===== config.mk =====
export PLATFORM = sky130hd
export DESIGN_NAME = dcpwm_top
export DESIGN_NICKNAME = d
export VERILOG_FILES = /design/src/rtl/dcpwm_pkg.sv /design/src/rtl/dcpwm_clkgen.sv /design/src/rtl/dcpwm_chan.sv /design/src/rtl/dcpwm_top.sv
export SDC_FILE = /design/constraint.sdc
export NUM_CORES = 1
export LEC_CHECK = 0
export BUFFER_PORTS_ARGS = -buffer_cell sky130_fd_sc_hd__clkbuf_2
export CORE_ASPECT_RATIO = 0.9
export CORE_MARGIN = 2
export CORE_UTILIZATION = 60
export CTS_BUF_LIST = sky130_fd_sc_hd__clkbuf_16
export DETAILED_ROUTE_END_ITERATION = 12
export GPL_ROUTABILITY_DRIVEN = 0
export PLACE_DENSITY = 0.85
export SLEW_MARGIN = 5
export SYNTH_ARGS = -nofsm -noshare
export SYNTH_HDL_FRONTEND = slang
export SYNTH_HIERARCHICAL = 1
export SYNTH_SLANG_ARGS = --single-unit

===== constraint.sdc =====
create_clock -name clk -period 9.6 [get_ports clk]
set_clock_uncertainty 0.15 [all_clocks]
set_input_delay 0.48 -clock clk [delete_from_list [all_inputs] [get_ports clk]]
set_output_delay 0.48 -clock clk [all_outputs]
set_load 0.005 [all_outputs]

===== src/rtl/dcpwm_pkg.sv =====
// Purpose: shared constants and carriers of the two-channel modulator
// Assumes: 8-bit registers, one per 32-bit bus word
// Notes:   register index times four is the byte address
package dcpwm_pkg;

    localparam int unsigned NCH    = 2;
    localparam int unsigned DW     = 8;
    localparam int unsigned PRE_W  = 7;
    localparam int unsigned CODE_W = 3;
    localparam int unsigned SCL_W  = 9;
    localparam int unsigned ADDR_W = 9;
    localparam int unsigned BUS_W  = 32;
    localparam int unsigned IDX_W  = 7;

    // register indices
    localparam logic [IDX_W-1:0] IDX_CTL  = 7'h60;
    localparam logic [IDX_W-1:0] IDX_PRE  = 7'h61;
    localparam logic [IDX_W-1:0] IDX_SCLA = 7'h62;
    localparam logic [IDX_W-1:0] IDX_SCLB = 7'h63;
    localparam logic [IDX_W-1:0] IDX_CNT0 = 7'h64;
    localparam logic [IDX_W-1:0] IDX_CNT1 = 7'h65;
    localparam logic [IDX_W-1:0] IDX_PER0 = 7'h66;
    localparam logic [IDX_W-1:0] IDX_PER1 = 7'h67;
    localparam logic [IDX_W-1:0] IDX_DTY0 = 7'h68;
    localparam logic [IDX_W-1:0] IDX_DTY1 = 7'h69;

    // control field positions
    localparam int unsigned CTL_CAE_LSB  = 6;
    localparam int unsigned CTL_PCLK_LSB = 4;
    localparam int unsigned CTL_POL_LSB  = 2;
    localparam int unsigned CTL_EN_LSB   = 0;

    // prescale field positions and writable bits
    localparam int unsigned PRE_B_LSB = 4;
    localparam int unsigned PRE_A_LSB = 0;
    localparam logic [DW-1:0] PRE_MASK = 8'h77;

    // reset values
    localparam logic [DW-1:0] RST_CTL = 8'h00;
    localparam logic [DW-1:0] RST_PRE = 8'h00;
    localparam logic [DW-1:0] RST_REG = 8'h00;

    // scale value zero stands for full scale
    localparam logic [SCL_W:0] SCL_FULL = 10'h200;

    typedef struct packed {
        logic          en;
        logic          center;
        logic          pol;
        logic          scaled;
        logic [DW-1:0] per;
        logic [DW-1:0] dty;
    } dcpwm_chcfg_s;

endpackage


===== src/rtl/dcpwm_clkgen.sv =====
// Purpose: shared prescaler and the two scaled clock dividers
// Assumes: clock ticks are one-cycle enables on clk
// Notes:   index 0 is clock A / SA, index 1 is clock B / SB
`timescale 1ns/10ps
module dcpwm_clkgen (
    input  wire logic                                  clk,
    input  wire logic                                  srst,
    input  wire logic                                  run,
    input  wire logic [1:0][dcpwm_pkg::CODE_W-1:0]     code,
    input  wire logic [1:0][dcpwm_pkg::DW-1:0]         scl,
    input  wire logic [1:0]                            scl_wr,
    output logic      [1:0]                            tick_pre,
    output logic      [1:0]                            tick_scl
);
    typedef struct packed {
        logic [dcpwm_pkg::PRE_W-1:0]      pre;
        logic [1:0][dcpwm_pkg::SCL_W-1:0] sc;
    } dcpwm_cg_s;

    dcpwm_cg_s st_q;
    dcpwm_cg_s st_d;
    logic [1:0][dcpwm_pkg::PRE_W-1:0] mask;
    logic [1:0][dcpwm_pkg::SCL_W:0]   lim;

    always_comb begin
        st_d = st_q;
        // counter clears and holds at zero while both channels are off, saving power
        st_d.pre = run ? st_q.pre + 1'b1 : '0;
        for (int k = 0; k < 2; k++) begin
            mask[k] = ~(7'h7f << code[k]);
            tick_pre[k] = run && ((st_q.pre & mask[k]) == mask[k]);
            lim[k] = (scl[k] == '0) ? dcpwm_pkg::SCL_FULL : {1'b0, scl[k], 1'b0};
            tick_scl[k] = tick_pre[k] && ({1'b0, st_q.sc[k]} == lim[k] - 1'b1);
            if (scl_wr[k]) begin
                st_d.sc[k] = '0;
            end else if (tick_pre[k]) begin
                st_d.sc[k] = tick_scl[k] ? '0 : st_q.sc[k] + 1'b1;
            end
        end
    end

    always_ff @(posedge clk) begin
        if (srst) begin
            st_q <= '0;
        end else begin
            st_q <= st_d;
        end
    end
endmodule


===== src/rtl/dcpwm_chan.sv =====
// Purpose: one modulator channel: counter, double buffers, compare
// Assumes: tick is a one-cycle enable of the selected channel clock
// Notes:   output is low while the channel is disabled
`timescale 1ns/10ps
module dcpwm_chan (
    input  wire logic                        clk,
    input  wire logic                        srst,
    input  wire logic                        tick,
    input  wire dcpwm_pkg::dcpwm_chcfg_s     cfg,
    input  wire logic                        cnt_wr,
    output logic [dcpwm_pkg::DW-1:0]         cnt,
    output logic                             wave
);
    typedef struct packed {
        logic                     run;
        logic                     down;
        logic                     phase;
        logic [dcpwm_pkg::DW-1:0] cnt;
        logic [dcpwm_pkg::DW-1:0] per;
        logic [dcpwm_pkg::DW-1:0] dty;
    } dcpwm_ch_s;

    dcpwm_ch_s st_q;
    dcpwm_ch_s st_d;

    always_comb begin
        st_d = st_q;
        if (!cfg.en) begin
            st_d.run = 1'b0;
            st_d.per = cfg.per;
            st_d.dty = cfg.dty;
        end else if (tick) begin
            st_d.run = 1'b1;
        end
        if (cnt_wr) begin
            st_d.cnt   = '0;
            st_d.down  = 1'b0;
            st_d.phase = 1'b0;
            st_d.per   = cfg.per;
            st_d.dty   = cfg.dty;
        end else if (cfg.en && st_q.run && tick) begin
            if (!cfg.center) begin
                // left aligned: 0 .. period-1
                if ({1'b0, st_q.cnt} + 9'h001 >= {1'b0, st_q.per}) begin
                    st_d.cnt   = '0;
                    st_d.phase = 1'b0;
                    st_d.per   = cfg.per;
                    st_d.dty   = cfg.dty;
                end else begin
                    st_d.cnt = st_q.cnt + 1'b1;
                end
                if (st_d.cnt == st_d.dty) begin
                    st_d.phase = 1'b1;
                end
            end else begin
                // center aligned: up to period, back down to 0
                if (!st_q.down) begin
                    st_d.cnt = st_q.cnt + 1'b1;
                    if (st_d.cnt >= st_q.per) begin
                        st_d.down = 1'b1;
                    end
                end else if (st_q.cnt <= 8'h01) begin
                    st_d.cnt   = '0;
                    st_d.down  = 1'b0;
                    st_d.phase = 1'b0;
                    st_d.per   = cfg.per;
                    st_d.dty   = cfg.dty;
                end else begin
                    st_d.cnt = st_q.cnt - 1'b1;
                end
                if (st_d.cnt == st_d.dty && st_d.cnt != '0) begin
                    st_d.phase = ~st_q.down;
                end
            end
        end
        cnt = st_q.cnt;
        // polarity applied live; a change mid-period may bend one pulse
        wave = st_q.run && (cfg.pol ^ st_q.phase);
    end

    always_ff @(posedge clk) begin
        if (srst) begin
            st_q <= '0;
        end else begin
            st_q <= st_d;
        end
    end
endmodule


===== src/rtl/dcpwm_top.sv =====
// Purpose: two-channel 8-bit modulator with Avalon-MM register slave
// Assumes: all logic on the interface clock, synchronous reset
// Notes:   one wait state on every access; byte lane 0 carries data
// Function
// - reserved bits read zero and ignore writes
// - control bits 7 and 6 pick center (1) or left (0) alignment
// - control bit 5 picks clock B or scaled SB for channel 1
// - control bit 4 picks clock A or scaled SA for channel 0
// - polarity bits 3..2 give starting level; output flips at duty match
// - enable bits 1..0; waveform starts at next channel clock tick
// - prescaler counter stops while both channels are disabled
// - polarity writes accepted anytime and applied directly
// - clock select writes accepted anytime and applied directly
// - prescale bits 6..4 divide clock B by 2 to the code
// - prescale bits 2..0 set clock A; bits 7 and 3 unused
// - control and prescale registers reset to zero
// - all timing derives from the interface clock
// - scaled clock is source divided by twice scale; zero means 256
// - left counts 0..period-1; center counts up to period and down
// - duty equal to counter changes the output state
//
// The Avalon-MM slave port was left to the implementer.
`timescale 1ns/10ps
module dcpwm_top (
    input  wire logic                             clk,
    input  wire logic                             srst,
    input  wire logic [dcpwm_pkg::ADDR_W-1:0]     avs_address,
    input  wire logic                             avs_read,
    input  wire logic                             avs_write,
    input  wire logic [dcpwm_pkg::BUS_W-1:0]      avs_writedata,
    input  wire logic [3:0]                       avs_byteenable,
    output logic      [dcpwm_pkg::BUS_W-1:0]      avs_readdata,
    output logic                                  avs_waitrequest,
    output logic                                  waveform_out_0,
    output logic                                  waveform_out_1
);

    typedef struct packed {
        logic                                 ack;
        logic [dcpwm_pkg::DW-1:0]             ctl;
        logic [dcpwm_pkg::DW-1:0]             pre;
        logic [1:0][dcpwm_pkg::DW-1:0]        scl;
        logic [1:0][dcpwm_pkg::DW-1:0]        per;
        logic [1:0][dcpwm_pkg::DW-1:0]        dty;
        logic [dcpwm_pkg::DW-1:0]             rdata;
        logic [1:0]                           wout;
    } dcpwm_top_s;

    dcpwm_top_s st_q;
    dcpwm_top_s st_d;

    logic [dcpwm_pkg::IDX_W-1:0]          idx;
    logic                                 hit;
    logic                                 wr_go;
    logic [dcpwm_pkg::DW-1:0]             wbyte;
    logic [1:0]                           scl_wr;
    logic [1:0]                           cnt_wr;
    logic [1:0][dcpwm_pkg::CODE_W-1:0]    code;
    logic [1:0]                           tick_pre;
    logic [1:0]                           tick_scl;
    logic [1:0]                           tick_ch;
    logic [1:0][dcpwm_pkg::DW-1:0]        ch_cnt;
    logic [1:0]                           ch_wave;
    dcpwm_pkg::dcpwm_chcfg_s [1:0]        cfg;
    logic                                 pre_run;

    // read multiplexer; unmapped words read zero
    function automatic logic [dcpwm_pkg::DW-1:0] reg_read(
        input logic [dcpwm_pkg::IDX_W-1:0]   i,
        input dcpwm_top_s                    s,
        input logic [1:0][dcpwm_pkg::DW-1:0] c
    );
        logic [dcpwm_pkg::DW-1:0] v;
        v = '0;
        unique case (i)
            dcpwm_pkg::IDX_CTL:  v = s.ctl;
            dcpwm_pkg::IDX_PRE:  v = s.pre & dcpwm_pkg::PRE_MASK;
            dcpwm_pkg::IDX_SCLA: v = s.scl[0];
            dcpwm_pkg::IDX_SCLB: v = s.scl[1];
            dcpwm_pkg::IDX_CNT0: v = c[0];
            dcpwm_pkg::IDX_CNT1: v = c[1];
            dcpwm_pkg::IDX_PER0: v = s.per[0];
            dcpwm_pkg::IDX_PER1: v = s.per[1];
            dcpwm_pkg::IDX_DTY0: v = s.dty[0];
            dcpwm_pkg::IDX_DTY1: v = s.dty[1];
            default:             v = '0;
        endcase
        return v;
    endfunction

    assign idx   = avs_address[dcpwm_pkg::ADDR_W-1:2];
    assign hit   = avs_read | avs_write;
    // a write lands on the edge where waitrequest is seen low
    assign wr_go = avs_write & st_q.ack & avs_byteenable[0];
    assign wbyte = avs_writedata[dcpwm_pkg::DW-1:0];

    assign scl_wr[0] = wr_go && (idx == dcpwm_pkg::IDX_SCLA);
    assign scl_wr[1] = wr_go && (idx == dcpwm_pkg::IDX_SCLB);
    assign cnt_wr[0] = wr_go && (idx == dcpwm_pkg::IDX_CNT0);
    assign cnt_wr[1] = wr_go && (idx == dcpwm_pkg::IDX_CNT1);

    always_comb begin
        st_d = st_q;
        st_d.ack = hit & ~st_q.ack;
        if (hit && !st_q.ack) begin
            st_d.rdata = reg_read(idx, st_q, ch_cnt);
        end
        if (wr_go) begin
            unique case (idx)
                dcpwm_pkg::IDX_CTL: begin
                    st_d.ctl = wbyte;
                end
                dcpwm_pkg::IDX_PRE: begin
                    st_d.pre = wbyte & dcpwm_pkg::PRE_MASK;
                end
                dcpwm_pkg::IDX_SCLA: begin
                    st_d.scl[0] = wbyte;
                end
                dcpwm_pkg::IDX_SCLB: begin
                    st_d.scl[1] = wbyte;
                end
                dcpwm_pkg::IDX_PER0: begin
                    st_d.per[0] = wbyte;
                end
                dcpwm_pkg::IDX_PER1: begin
                    st_d.per[1] = wbyte;
                end
                dcpwm_pkg::IDX_DTY0: begin
                    st_d.dty[0] = wbyte;
                end
                dcpwm_pkg::IDX_DTY1: begin
                    st_d.dty[1] = wbyte;
                end
                // counters are written through cnt_wr; others unmapped
                default: begin
                    st_d.ctl = st_q.ctl;
                end
            endcase
        end
        // registered so the outputs come straight from flops
        st_d.wout = ch_wave;
    end

    always_ff @(posedge clk) begin
        if (srst) begin
            st_q       <= '0;
            st_q.ctl   <= dcpwm_pkg::RST_CTL;
            st_q.pre   <= dcpwm_pkg::RST_PRE;
            st_q.scl   <= {2{dcpwm_pkg::RST_REG}};
            st_q.per   <= {2{dcpwm_pkg::RST_REG}};
            st_q.dty   <= {2{dcpwm_pkg::RST_REG}};
        end else begin
            st_q <= st_d;
        end
    end

    assign avs_readdata    = {{(dcpwm_pkg::BUS_W-dcpwm_pkg::DW){1'b0}}, st_q.rdata};
    assign avs_waitrequest = ~st_q.ack;
    assign waveform_out_0  = st_q.wout[0];
    assign waveform_out_1  = st_q.wout[1];

    // prescaler runs only while some channel is enabled
    assign pre_run = |st_q.ctl[dcpwm_pkg::CTL_EN_LSB +: 2];

    assign code[0] = st_q.pre[dcpwm_pkg::PRE_A_LSB +: dcpwm_pkg::CODE_W];
    assign code[1] = st_q.pre[dcpwm_pkg::PRE_B_LSB +: dcpwm_pkg::CODE_W];

    dcpwm_clkgen u_clkgen (
        .clk      (clk),
        .srst     (srst),
        .run      (pre_run),
        .code     (code),
        .scl      (st_q.scl),
        .scl_wr   (scl_wr),
        .tick_pre (tick_pre),
        .tick_scl (tick_scl)
    );

    for (genvar g = 0; g < dcpwm_pkg::NCH; g++) begin : g_ch
        always_comb begin
            cfg[g].en     = st_q.ctl[dcpwm_pkg::CTL_EN_LSB + g];
            cfg[g].center = st_q.ctl[dcpwm_pkg::CTL_CAE_LSB + g];
            cfg[g].pol    = st_q.ctl[dcpwm_pkg::CTL_POL_LSB + g];
            cfg[g].scaled = st_q.ctl[dcpwm_pkg::CTL_PCLK_LSB + g];
            cfg[g].per    = st_q.per[g];
            cfg[g].dty    = st_q.dty[g];
        end

        // clock select switches at once; one bent pulse is accepted
        assign tick_ch[g] = cfg[g].scaled ? tick_scl[g] : tick_pre[g];

        dcpwm_chan u_chan (
            .clk    (clk),
            .srst   (srst),
            .tick   (tick_ch[g]),
            .cfg    (cfg[g]),
            .cnt_wr (cnt_wr[g]),
            .cnt    (ch_cnt[g]),
            .wave   (ch_wave[g])
        );
    end

endmodule


# Word level (Yosys, flattened, before mapping)
# Cells that the tools add are included.
# W data, S select, Z words.
# totals
reg_bits	152
inputBits	49
out_inout_bits	35
wordCells	192
# classes
addsub	11
order_cmp	6
eq_ne	22
n_shift	2
mux	65
bitwise_logic	16
n_reduce_logical	44
# op_table
cell	count
$mux W16	24
$mux W8	18
$pmux W8 S10	1
$eq A7 B7 Y1 const B	10
$mux W25	2
$eq A8 B8 Y1	4
$eq A9 B10 Y1	2
$mux W10	2
$reduce_and A2 Y1	10
$sub A10 B1 Y10 const B	2
$add A8 B1 Y9 const B	2
$add A9 B1 Y9 const B	2
$ge A9 B8 Y1	2
$mux W9	2
$logic_and A1 B1 Y1	17
$add A8 B1 Y8 const B	2
$ge A8 B8 Y1	2
$le A8 B1 Y1 const B	2
$logic_not A8 Y1	2
$reduce_bool A8 Y1	2
$reduce_or A2 Y1	8
$sub A8 B1 Y8 const B	2
$and A7 B7 Y7	2
$eq A7 B7 Y1	2
13 further kinds	42

# Depth between registers and ports, before layout
# Gate-level depths: netlist of run 1.
# logic_depth
word_depth	16
ltp_mapped	17

# Hierarchy
# The synthesis of run 1 kept the hierarchy.
# by_module_without_submodules
module	instances	cells_per_inst	area_per_inst_um2
dcpwm_top	1	413	3848.7
dcpwm_chan at g_ch[1].u_chan	1	322	2602.5
dcpwm_chan at g_ch[0].u_chan	1	289	2341.0
dcpwm_clkgen	1	265	2057.0

# Least setup slack after synthesis of run 1
# OpenSTA, ideal clock, no wires.
# synth_timing
kind	register to register
start	reg g_ch[0].u_chan.st_q (netlist bit g_ch[0].u_chan/cnt[3])
end	reg g_ch[0].u_chan/st_q[10] (netlist name)
t_arrival_ps	3316
required_time_ps	9322
setup_slack_ps	6007
stages_incl_launch_ff	14
cell_sequence	dfxtp_1 > buf_2 > nand3_1 > nor3_1 > xnor2_1 > inv_1 > ha_1 > and3_1 > a221oi_2 > nand3_1 > a311oi_4 > buf_4 > mux2i_1 > nor2_1
# synth_between
elab_chain_cells	9
# synth_lines
item	line	text
start, declared	dcpwm_chan.sv:23	dcpwm_ch_s st_q;
start signal, assigned	dcpwm_chan.sv:85	st_q <= st_d;
$add A8 B1 Y9 or $le A8 B1 Y1 (tied branches)	dcpwm_chan.sv:44, dcpwm_chan.sv:62	
$ge A9 B8 Y1 or $mux W16 (tied branches)	dcpwm_chan.sv:44, dcpwm_chan.sv:62	
$mux W16, on equally long branches	dcpwm_chan.sv:44, dcpwm_chan.sv:57	
$mux W16	dcpwm_chan.sv:42	if (!cfg.center) begin
$mux W16	dcpwm_chan.sv:41	end else if (cfg.en && st_q.run && tick) begin
$mux W16	dcpwm_chan.sv:35	if (cnt_wr) begin
$mux W25 (*)	dcpwm_chan.sv:42	
$mux W16 (*)	dcpwm_chan.sv:41	
$mux W16 (*)	dcpwm_chan.sv:35	
# Every way passes the cells marked *; elsewhere a longest branch is shown, timed or not. The select of a mux whose other input is x is not followed.
# A chain may end at the register's enable or synchronous reset.

# Final worst setup path of run 1
# layout_timing
start	reg g_ch[0].u_chan.st_q (netlist bit g_ch[0].u_chan/cnt[0])
end	reg g_ch[0].u_chan/st_q[14] (netlist name)
# The elaborated chain is that of the path after synthesis.

==> results.rst, run 1 <==
.. list-table::
   :header-rows: 1

   * - Metric
     - Value
   * - Cell with the largest stage delay on the worst path
     - sky130_fd_sc_hd__a311oi_4
   * - Required time at the worst-slack endpoint
     - 9.75 ns
   * - Post-DRT Antenna Nets
     - 0
   * - Critical path fanouts, max
     - 17
   * - Share of the clock period used by the worst path after layout
     - 0.534
   * - Clock latency on the worst-skew pair
     - 0.43 ns
   * - Cell taking the most area after synthesis
     - sky130_fd_sc_hd__dfxtp_1
   * - Startpoint-to-endpoint class of the critical path
     - flop to flop
   * - Register area share after synthesis
     - 0.280
   * - Core Region
     - 0.0177 mm^2
   * - Drt total wl
     - 29.2 mm
   * - Fin. max-slew vios
     - 0
   * - Critical path cell sequence
     - ha_1 > nand3_1 > xor2_1 > inv_1 > ha_1 > a21oi_1 > o21ai_1 > a221oi_2 > nand3_1 > a311oi_4 > mux2i_1 > nor2_1
   * - Number of vias after detailed routing
     - 9713
   * - Static Leakage
     - 4.20 nW
   * - Synthesis-to-finish area growth
     - 4.19%
   * - Drt drc
     - 0
   * - CTS max path bufs
     - 2
   * - First-pass GRT wire length
     - 46.6 mm
   * - GRT Overall Usage
     - 0.297
   * - Number of I/O pins
     - 84
   * - Worst path arrival time
     - 5.28 ns
   * - Filler instances
     - 1437
   * - Area occupied by multi-input gates
     - 0.00692 mm^2
   * - Initial standard-cell utilization of the core
     - 0.614
   * - Post-layout net count
     - 1313
   * - Footprint of the flip-flops and latches
     - 0.00304 mm^2
   * - Clock net sink count
     - 152
   * - Commonest cells after routing, fill and taps aside
     - sky130_fd_sc_hd__dfxtp_1 (152), sky130_fd_sc_hd__nor2_1 (146), sky130_fd_sc_hd__mux2i_1 (133)
   * - Via count of the first global-routing pass
     - 9096
   * - Count of maximum capacitance violations
     - 0
   * - Count of hold buffers inserted by post-cts repair
     - 0
   * - Delay of the slowest cell on the worst path
     - 1.19 ns
   * - Endpoint type of the worst setup path
     - flop
   * - Summed negative setup slack over all endpoints
     - 0 ns
   * - Die Span X
     - 146 um
   * - Height of the chip
     - 132 um
   * - Setup repair after global routing missed its margin
     - false
   * - Worst path bufs/invs
     - 1
   * - Synthesized area per cell
     - 8.42 um^2
   * - Quantity of I/O buffers inserted on ports
     - 30
   * - Startpoint types
     - flop
   * - Wirelength per Cell
     - 19.6 um
   * - Number of synthesis warnings
     - 6
   * - Clock transition at the registers of the reported paths
     - 0.07 ns
   * - Fraction of layout instances using a drive strength above 1
     - 0.107
   * - Count of endpoints failing setup in the final report
     - 0
   * - Detailed router's first-iteration violation count
     - 1155
   * - CTS tree
     - yes
   * - Max Fclk
     - 195 MHz
   * - Proportion of register bits with asynchronous set or reset after synthesis
     - 0
   * - Root Driver
     - sky130_fd_sc_hd__clkbuf_16
   * - Cell type group with the largest total delay on the critical path
     - compound AO/OA/AOI/OAI gates
   * - Most used flip-flop cell after synthesis
     - sky130_fd_sc_hd__dfxtp_1
   * - Number of optimization iterations in the first detailed-route pass
     - 6
   * - Clock period minus worst slack
     - 5.13 ns
   * - Path class of the lowest-slack min-delay path
     - primary input to flop
   * - H-tree levels
     - 4
   * - Yosys top cell area share
     - 0.280
   * - Syn Inst Count
     - 1289
   * - Least-Margin Pin Slew
     - 1.22 ns
   * - Setup Fix Bufs, Post-CTS
     - 0
   * - Antenna violations before repair
     - 0
   * - Number of buffers inserted during clock tree synthesis
     - 17
   * - Hold violation count in the final report
     - 0
   * - Number of synthesized flops with an enable pin
     - 0
   * - Number of rows in the core area
     - 46
   * - Maximum number of pins on one net before global-route repair
     - 71
   * - Number of storage elements in the synthesis netlist
     - 152
   * - Worst slew margin relative to its limit
     - 0.188
   * - Die Outline Area
     - 0.0192 mm^2
   * - Synth Cell Area
     - 0.0108 mm^2
   * - Number of inserted diodes
     - 0
   * - Routed vias/inst
     - 6.53
   * - Post-detail-place hpwl
     - 20.2 mm
   * - Gr ovfl total
     - 0
   * - Top post-synthesis cells by area
     - sky130_fd_sc_hd__dfxtp_1 (28%), sky130_fd_sc_hd__mux2i_1 (12%), sky130_fd_sc_hd__nor2_1 (5.1%), sky130_fd_sc_hd__buf_4 (3.8%), sky130_fd_sc_hd__ha_1 (3.3%)
   * - Number of instances resized during post-cts repair
     - 0
   * - Yosys cell types
     - 108
   * - Total Power Consumption
     - 0.00142 W
   * - Power per standard cell area
     - 126 mW/mm^2
   * - Status
     - finished clean
   * - Worst voltage drop across the vdd grid
     - 0.134 mV
   * - Most common cell after layout, fill and taps aside
     - sky130_fd_sc_hd__dfxtp_1
## area by class of cell
cell class,count,area share
flip-flops and latches,152,0.269
clock inverters,15,0.0187
repair buffers,38,0.0188
well taps,240,0.0266
clock buffers,17,0.0376
multi-input cells,974,0.612
inverters,52,0.0173
## worst register-to-register path, cell delays in order, from the launching register on
cell and delay [ns]:
sky130_fd_sc_hd__dfxtp_1 0.79, sky130_fd_sc_hd__ha_1 0.36, sky130_fd_sc_hd__nand3_1 0.11, sky130_fd_sc_hd__xor2_1 0.43, sky130_fd_sc_hd__inv_1 0.10, sky130_fd_sc_hd__ha_1 0.30, sky130_fd_sc_hd__a21oi_1 0.15, sky130_fd_sc_hd__o21ai_1 0.13
sky130_fd_sc_hd__a221oi_2 0.43, sky130_fd_sc_hd__nand3_1 0.47, sky130_fd_sc_hd__a311oi_4 1.19, sky130_fd_sc_hd__mux2i_1 0.33, sky130_fd_sc_hd__nor2_1 0.06
## final timing paths
check / end / cells past startpoint / start / slack (ns)
max: g_ch[0].u_chan/st_q[14]$_SDFF_PP0_ / 12 / g_ch[0].u_chan/cnt[0]$_SDFFE_PP0P_ / 4.47
min: cfg[3]$_SDFFE_PP0P_ / 2 / srst / 0.30
min reg2reg: avs_readdata[7]$_SDFFE_PP0P_ / 2 / avs_readdata[7]$_SDFFE_PP0P_ / 0.30
max reg2reg: g_ch[0].u_chan/st_q[14]$_SDFF_PP0_ / 12 / g_ch[0].u_chan/cnt[0]$_SDFFE_PP0P_ / 4.47
## per-stage QoR
stage / utilization / setup slack, ns / instance area, um^2 / hold slack, ns / cells
after floorplan: - / 6.01 / 10900 / 0.273 / 1312
after global placement: 0.604 / 4.77 / 10700 / 0.283 / 1456
after detailed placement: 0.604 / 4.69 / 10700 / 0.300 / 1456
after CTS: 0.640 / 4.59 / 11300 / 0.285 / 1488
after global routing: 0.640 / 4.18 / 11300 / 0.306 / 1488
final: 0.640 / 4.47 / 11300 / 0.302 / 1488
## routing by layer
layer,up-vias,track usage,wire length [um]
met2,523,0.468,13500
met4,0,0.138,964
met5,-,0,0
met1,4640,0.389,12200
met3,75,0.0635,2510
li1,4475,-,-
## cells in the mapped netlist, types with 27 or more instances
library cell / count
sky130_fd_sc_hd__dfxtp_1: 152
sky130_fd_sc_hd__nor2_1: 146
sky130_fd_sc_hd__mux2i_1: 133
sky130_fd_sc_hd__nand2_1: 69
sky130_fd_sc_hd__buf_4: 55
sky130_fd_sc_hd__inv_1: 51
sky130_fd_sc_hd__nand3_1: 48
sky130_fd_sc_hd__o21ai_0: 46
sky130_fd_sc_hd__clkbuf_1: 42
sky130_fd_sc_hd__xnor2_1: 38
sky130_fd_sc_hd__nor3_1: 37
sky130_fd_sc_hd__a21oi_1: 36
sky130_fd_sc_hd__ha_1: 29
sky130_fd_sc_hd__xor2_1: 27
## where the power goes
part,total (W),leakage [nW],switching (W),internal [W]
Clock,0.000736,0.305,0.000295,0.000441
Sequential,0.000631,1.22,0.000000562,0.000631
Combinational,0.0000529,2.67,0.0000401,0.0000128
Total,0.00142,4.20,0.000335,0.00109
## kinds of logic (layout without fill, tap and decap cells)
group                    after synthesis  after routing  synth area share
multiplexers                         141            141             0.134
buffers and inverters                186            122            0.0912
flip-flops                           152            152             0.280
XOR/XNOR                              67             67            0.0555
AO/OA/AOI/OAI                        237            237             0.160
adder cells (fa/ha/maj)               29             29            0.0334
AND/OR/NAND/NOR                      476            476             0.245
other                                  1             24          0.000346
## sequential cells by signal, indices dropped and copies added, names as in the netlist
register	flops
g_ch.u_chan/cnt	16
g_ch.u_chan/st_q	38
waveform_out_1	1
avs_readdata	8
cfg	40
waveform_out_0	1
st_q	17
u_clkgen/st_q	25
code	6
No activity file was read; power rests on OpenSTA's default activity.
==> inputs of run 2 (changes only) <==
Settings changed: CORE_UTILIZATION 60 to 56, PLACE_DENSITY 0.85 to 0.83.
Clock period 9.6 ns to 4.18 ns, I/O delays scaled along.
==> run 2 against run 1 <==
- combinational power is 130% higher
- hold slack got worse by 0.28 ns
- register-to-register slack lost 4.2 ns
- clock power grew 110%
- core utilization fell by 3.9 points
- sequential share of layout area is 0.38 points lower
- non-clock buffer count up 26
- sequential power rose by 130%
- maximum frequency increased by 30%
- critical path depth did not move
- design area up 1.4%
- global-route usage shrank 1.2 points
==> results.rst, run 2 (synthesis gave the netlist of run 1 again) <==
.. list-table::
   :header-rows: 1

   * - Metric
     - Value
   * - Status
     - finished clean
   * - Footprint of the flip-flops and latches
     - 0.00304 mm^2 (unchanged)
   * - Count of hold buffers inserted by post-cts repair
     - 0 (unchanged)
   * - Worst path arrival time
     - 4.10 ns (-1.18 ns)
   * - Number of instances resized during post-cts repair
     - 0 (unchanged)
   * - Most common cell after layout, fill and taps aside
     - sky130_fd_sc_hd__dfxtp_1
   * - Startpoint of the lowest-slack register-to-register path
     - g_ch[0].u_chan/cnt[1]$_SDFFE_PP0P_
   * - Drt total wl
     - 29.3 mm (+0.44%)
   * - Setup Fix Bufs, Post-CTS
     - 0 (unchanged)
   * - CTS max path bufs
     - 2 (unchanged)
   * - Core Region
     - 0.0191 mm^2 (+8.1%)
   * - Startpoint of the worst hold path
     - avs_read
   * - Root Driver
     - sky130_fd_sc_hd__clkbuf_16
   * - Flip-flop count of the largest register, all copies and words added
     - 40 (unchanged)
   * - First-pass GRT wire length
     - 46.0 mm (-1.4%)
   * - Total Power Consumption
     - 0.00313 W (+120%)
   * - Routed vias/inst
     - 6.45 (-1.2%)
   * - Number of vias after detailed routing
     - 9830 (+1.2%)
   * - Least-Margin Pin Slew
     - 0.942 ns (-0.277 ns)
   * - Via count of the first global-routing pass
     - 8918 (-2.0%)
   * - Startpoint-to-endpoint class of the critical path
     - flop to flop
   * - Worst Hold Margin
     - 0.0258 ns (-0.276 ns)
   * - Required time at the worst-slack endpoint
     - 4.33 ns (-5.42 ns)
   * - Drt drc
     - 0 (unchanged)
   * - Number of rows in the core area
     - 48 (+4.3%)
   * - Number of buffers inserted during clock tree synthesis
     - 17 (unchanged)
   * - Static Leakage
     - 4.31 nW (+2.8%)
   * - Power per standard cell area
     - 273 mW/mm^2 (+120%)
   * - Maximum number of pins on one net before global-route repair
     - 42 (-41%)
   * - Wirelength per Cell
     - 19.2 um (-1.9%)
   * - Die Span X
     - 151 um (+3.4%)
   * - Startpoint types
     - flop
   * - Antenna violations before repair
     - 1 (+1)
   * - Hold violation count in the final report
     - 0 (unchanged)
   * - Die Outline Area
     - 0.0205 mm^2 (+6.9%)
   * - Commonest cells after routing, fill and taps aside
     - sky130_fd_sc_hd__dfxtp_1 (152), sky130_fd_sc_hd__nor2_1 (146), sky130_fd_sc_hd__mux2i_1 (133)
   * - Post-layout net count
     - 1339 (+2.0%)
   * - GRT Overall Usage
     - 0.284 (-0.0124)
   * - Gr ovfl total
     - 0 (unchanged)
   * - Filler instances
     - 1603 (+12%)
   * - Fin. max-slew vios
     - 0 (unchanged)
   * - Detailed router's first-iteration violation count
     - 1014 (-12%)
   * - Worst Setup SP
     - g_ch[0].u_chan/cnt[1]$_SDFFE_PP0P_
   * - Area occupied by multi-input gates
     - 0.00692 mm^2 (unchanged)
   * - Worst slew margin relative to its limit
     - 0.370 (+0.183)
   * - Share of the clock period used by the worst path after layout
     - 0.944 (+0.410)
   * - Setup repair after global routing missed its margin
     - false
   * - Number of inserted diodes
     - 0 (unchanged)
   * - H-tree levels
     - 4 (unchanged)
   * - Clock transition at the registers of the reported paths
     - 0.07 ns (about the same)
   * - Post-detail-place hpwl
     - 20.5 mm (+1.6%)
   * - Clock latency on the worst-skew pair
     - 0.44 ns (about the same)
   * - CTS tree
     - yes
   * - Path class of the lowest-slack min-delay path
     - primary input to flop
   * - Max Fclk
     - 253 MHz (+30%)
   * - Height of the chip
     - 136 um (+3.4%)
   * - Fraction of layout instances using a drive strength above 1
     - 0.126 (+0.0190)
   * - Count of endpoints failing setup in the final report
     - 0 (unchanged)
   * - Worst voltage drop across the vdd grid
     - 0.305 mV (+130%)
   * - Summed negative setup slack over all endpoints
     - 0 ns (unchanged)
   * - Endpoint type of the worst setup path
     - flop
   * - Clock period minus worst slack
     - 3.95 ns (-1.18 ns)
   * - Synthesis-to-finish area growth
     - 5.69%
   * - Number of optimization iterations in the first detailed-route pass
     - 6 (unchanged)
   * - Quantity of I/O buffers inserted on ports
     - 30 (unchanged)
   * - Number of I/O pins
     - 84 (unchanged)
   * - Count of maximum capacitance violations
     - 0 (unchanged)
   * - Critical path fanouts, max
     - 11 (-6)
   * - Clock net sink count
     - 152 (unchanged)
   * - Initial standard-cell utilization of the core
     - 0.568 (-0.0459)
   * - Post-DRT Antenna Nets
     - 0 (unchanged)
run 2: final timing paths:
kind | endpoint | slack (ns) | cells past startpoint
worst min register to register | avs_readdata[7]$_SDFFE_PP0P_ | 0.30 | 2
worst min-delay path | st_q[74]$_SDFF_PP0_ | 0.03 | 4
worst max register to register | g_ch[0].u_chan/st_q[5]$_SDFF_PP0_ | 0.23 | 12
worst max-delay path | g_ch[0].u_chan/st_q[5]$_SDFF_PP0_ | 0.23 | 12
run 2: critical path, cell delays in order, from the launching register on:
cell	delay, ns
sky130_fd_sc_hd__dfxtp_1	0.59
sky130_fd_sc_hd__ha_1	0.34
sky130_fd_sc_hd__nand2_1	0.14
sky130_fd_sc_hd__nor2_1	0.25
sky130_fd_sc_hd__xor2_1	0.25
sky130_fd_sc_hd__ha_1	0.29
sky130_fd_sc_hd__and3_1	0.20
sky130_fd_sc_hd__a221oi_2	0.45
sky130_fd_sc_hd__nand3_1	0.22
sky130_fd_sc_hd__a311oi_4	0.34
sky130_fd_sc_hd__buf_4	0.28
sky130_fd_sc_hd__mux2i_1	0.24
sky130_fd_sc_hd__nor2_1	0.07
run 2: power breakdown:
part | leakage (nW) | total, W | switching (W) | internal [W]
Combinational | 2.80 | 0.000121 | 0.0000909 | 0.0000302
Clock | 0.287 | 0.00156 | 0.000669 | 0.000893
Sequential | 1.22 | 0.00145 | 0.00000113 | 0.00145
Total | 4.31 | 0.00313 | 0.000761 | 0.00237
run 2: metrics by stage:
stage | setup WS, ns | cells | util | area [um^2]
after global routing | 0.0683 | 1524 | 0.600 | 11500
final | 0.232 | 1524 | 0.600 | 11500
after floorplan | 0.587 | 1312 | - | 10900
after detailed placement | 0.349 | 1492 | 0.569 | 10900
after CTS | 0.298 | 1524 | 0.600 | 11500
after global placement | 0.477 | 1492 | 0.569 | 10900
run 2: cell type report:
cell class | count | area share
Inverter | 52 | 0.0170
Timing Repair Buffer | 64 | 0.0356
Clock inverter | 15 | 0.0145
Clock buffer | 17 | 0.0371
Tap cell | 250 | 0.0273
Multi-Input combinational cell | 974 | 0.603
Sequential cell | 152 | 0.265
run 2: per-layer routing:
layer | up-vias | global-route usage | routed length (um)
met2 | 540 | 0.462 | 13600
met1 | 4662 | 0.365 | 12000
met5 | - | 0 | 13
li1 | 4522 | - | -
met4 | 2 | 0.132 | 1090
met3 | 104 | 0.0554 | 2630
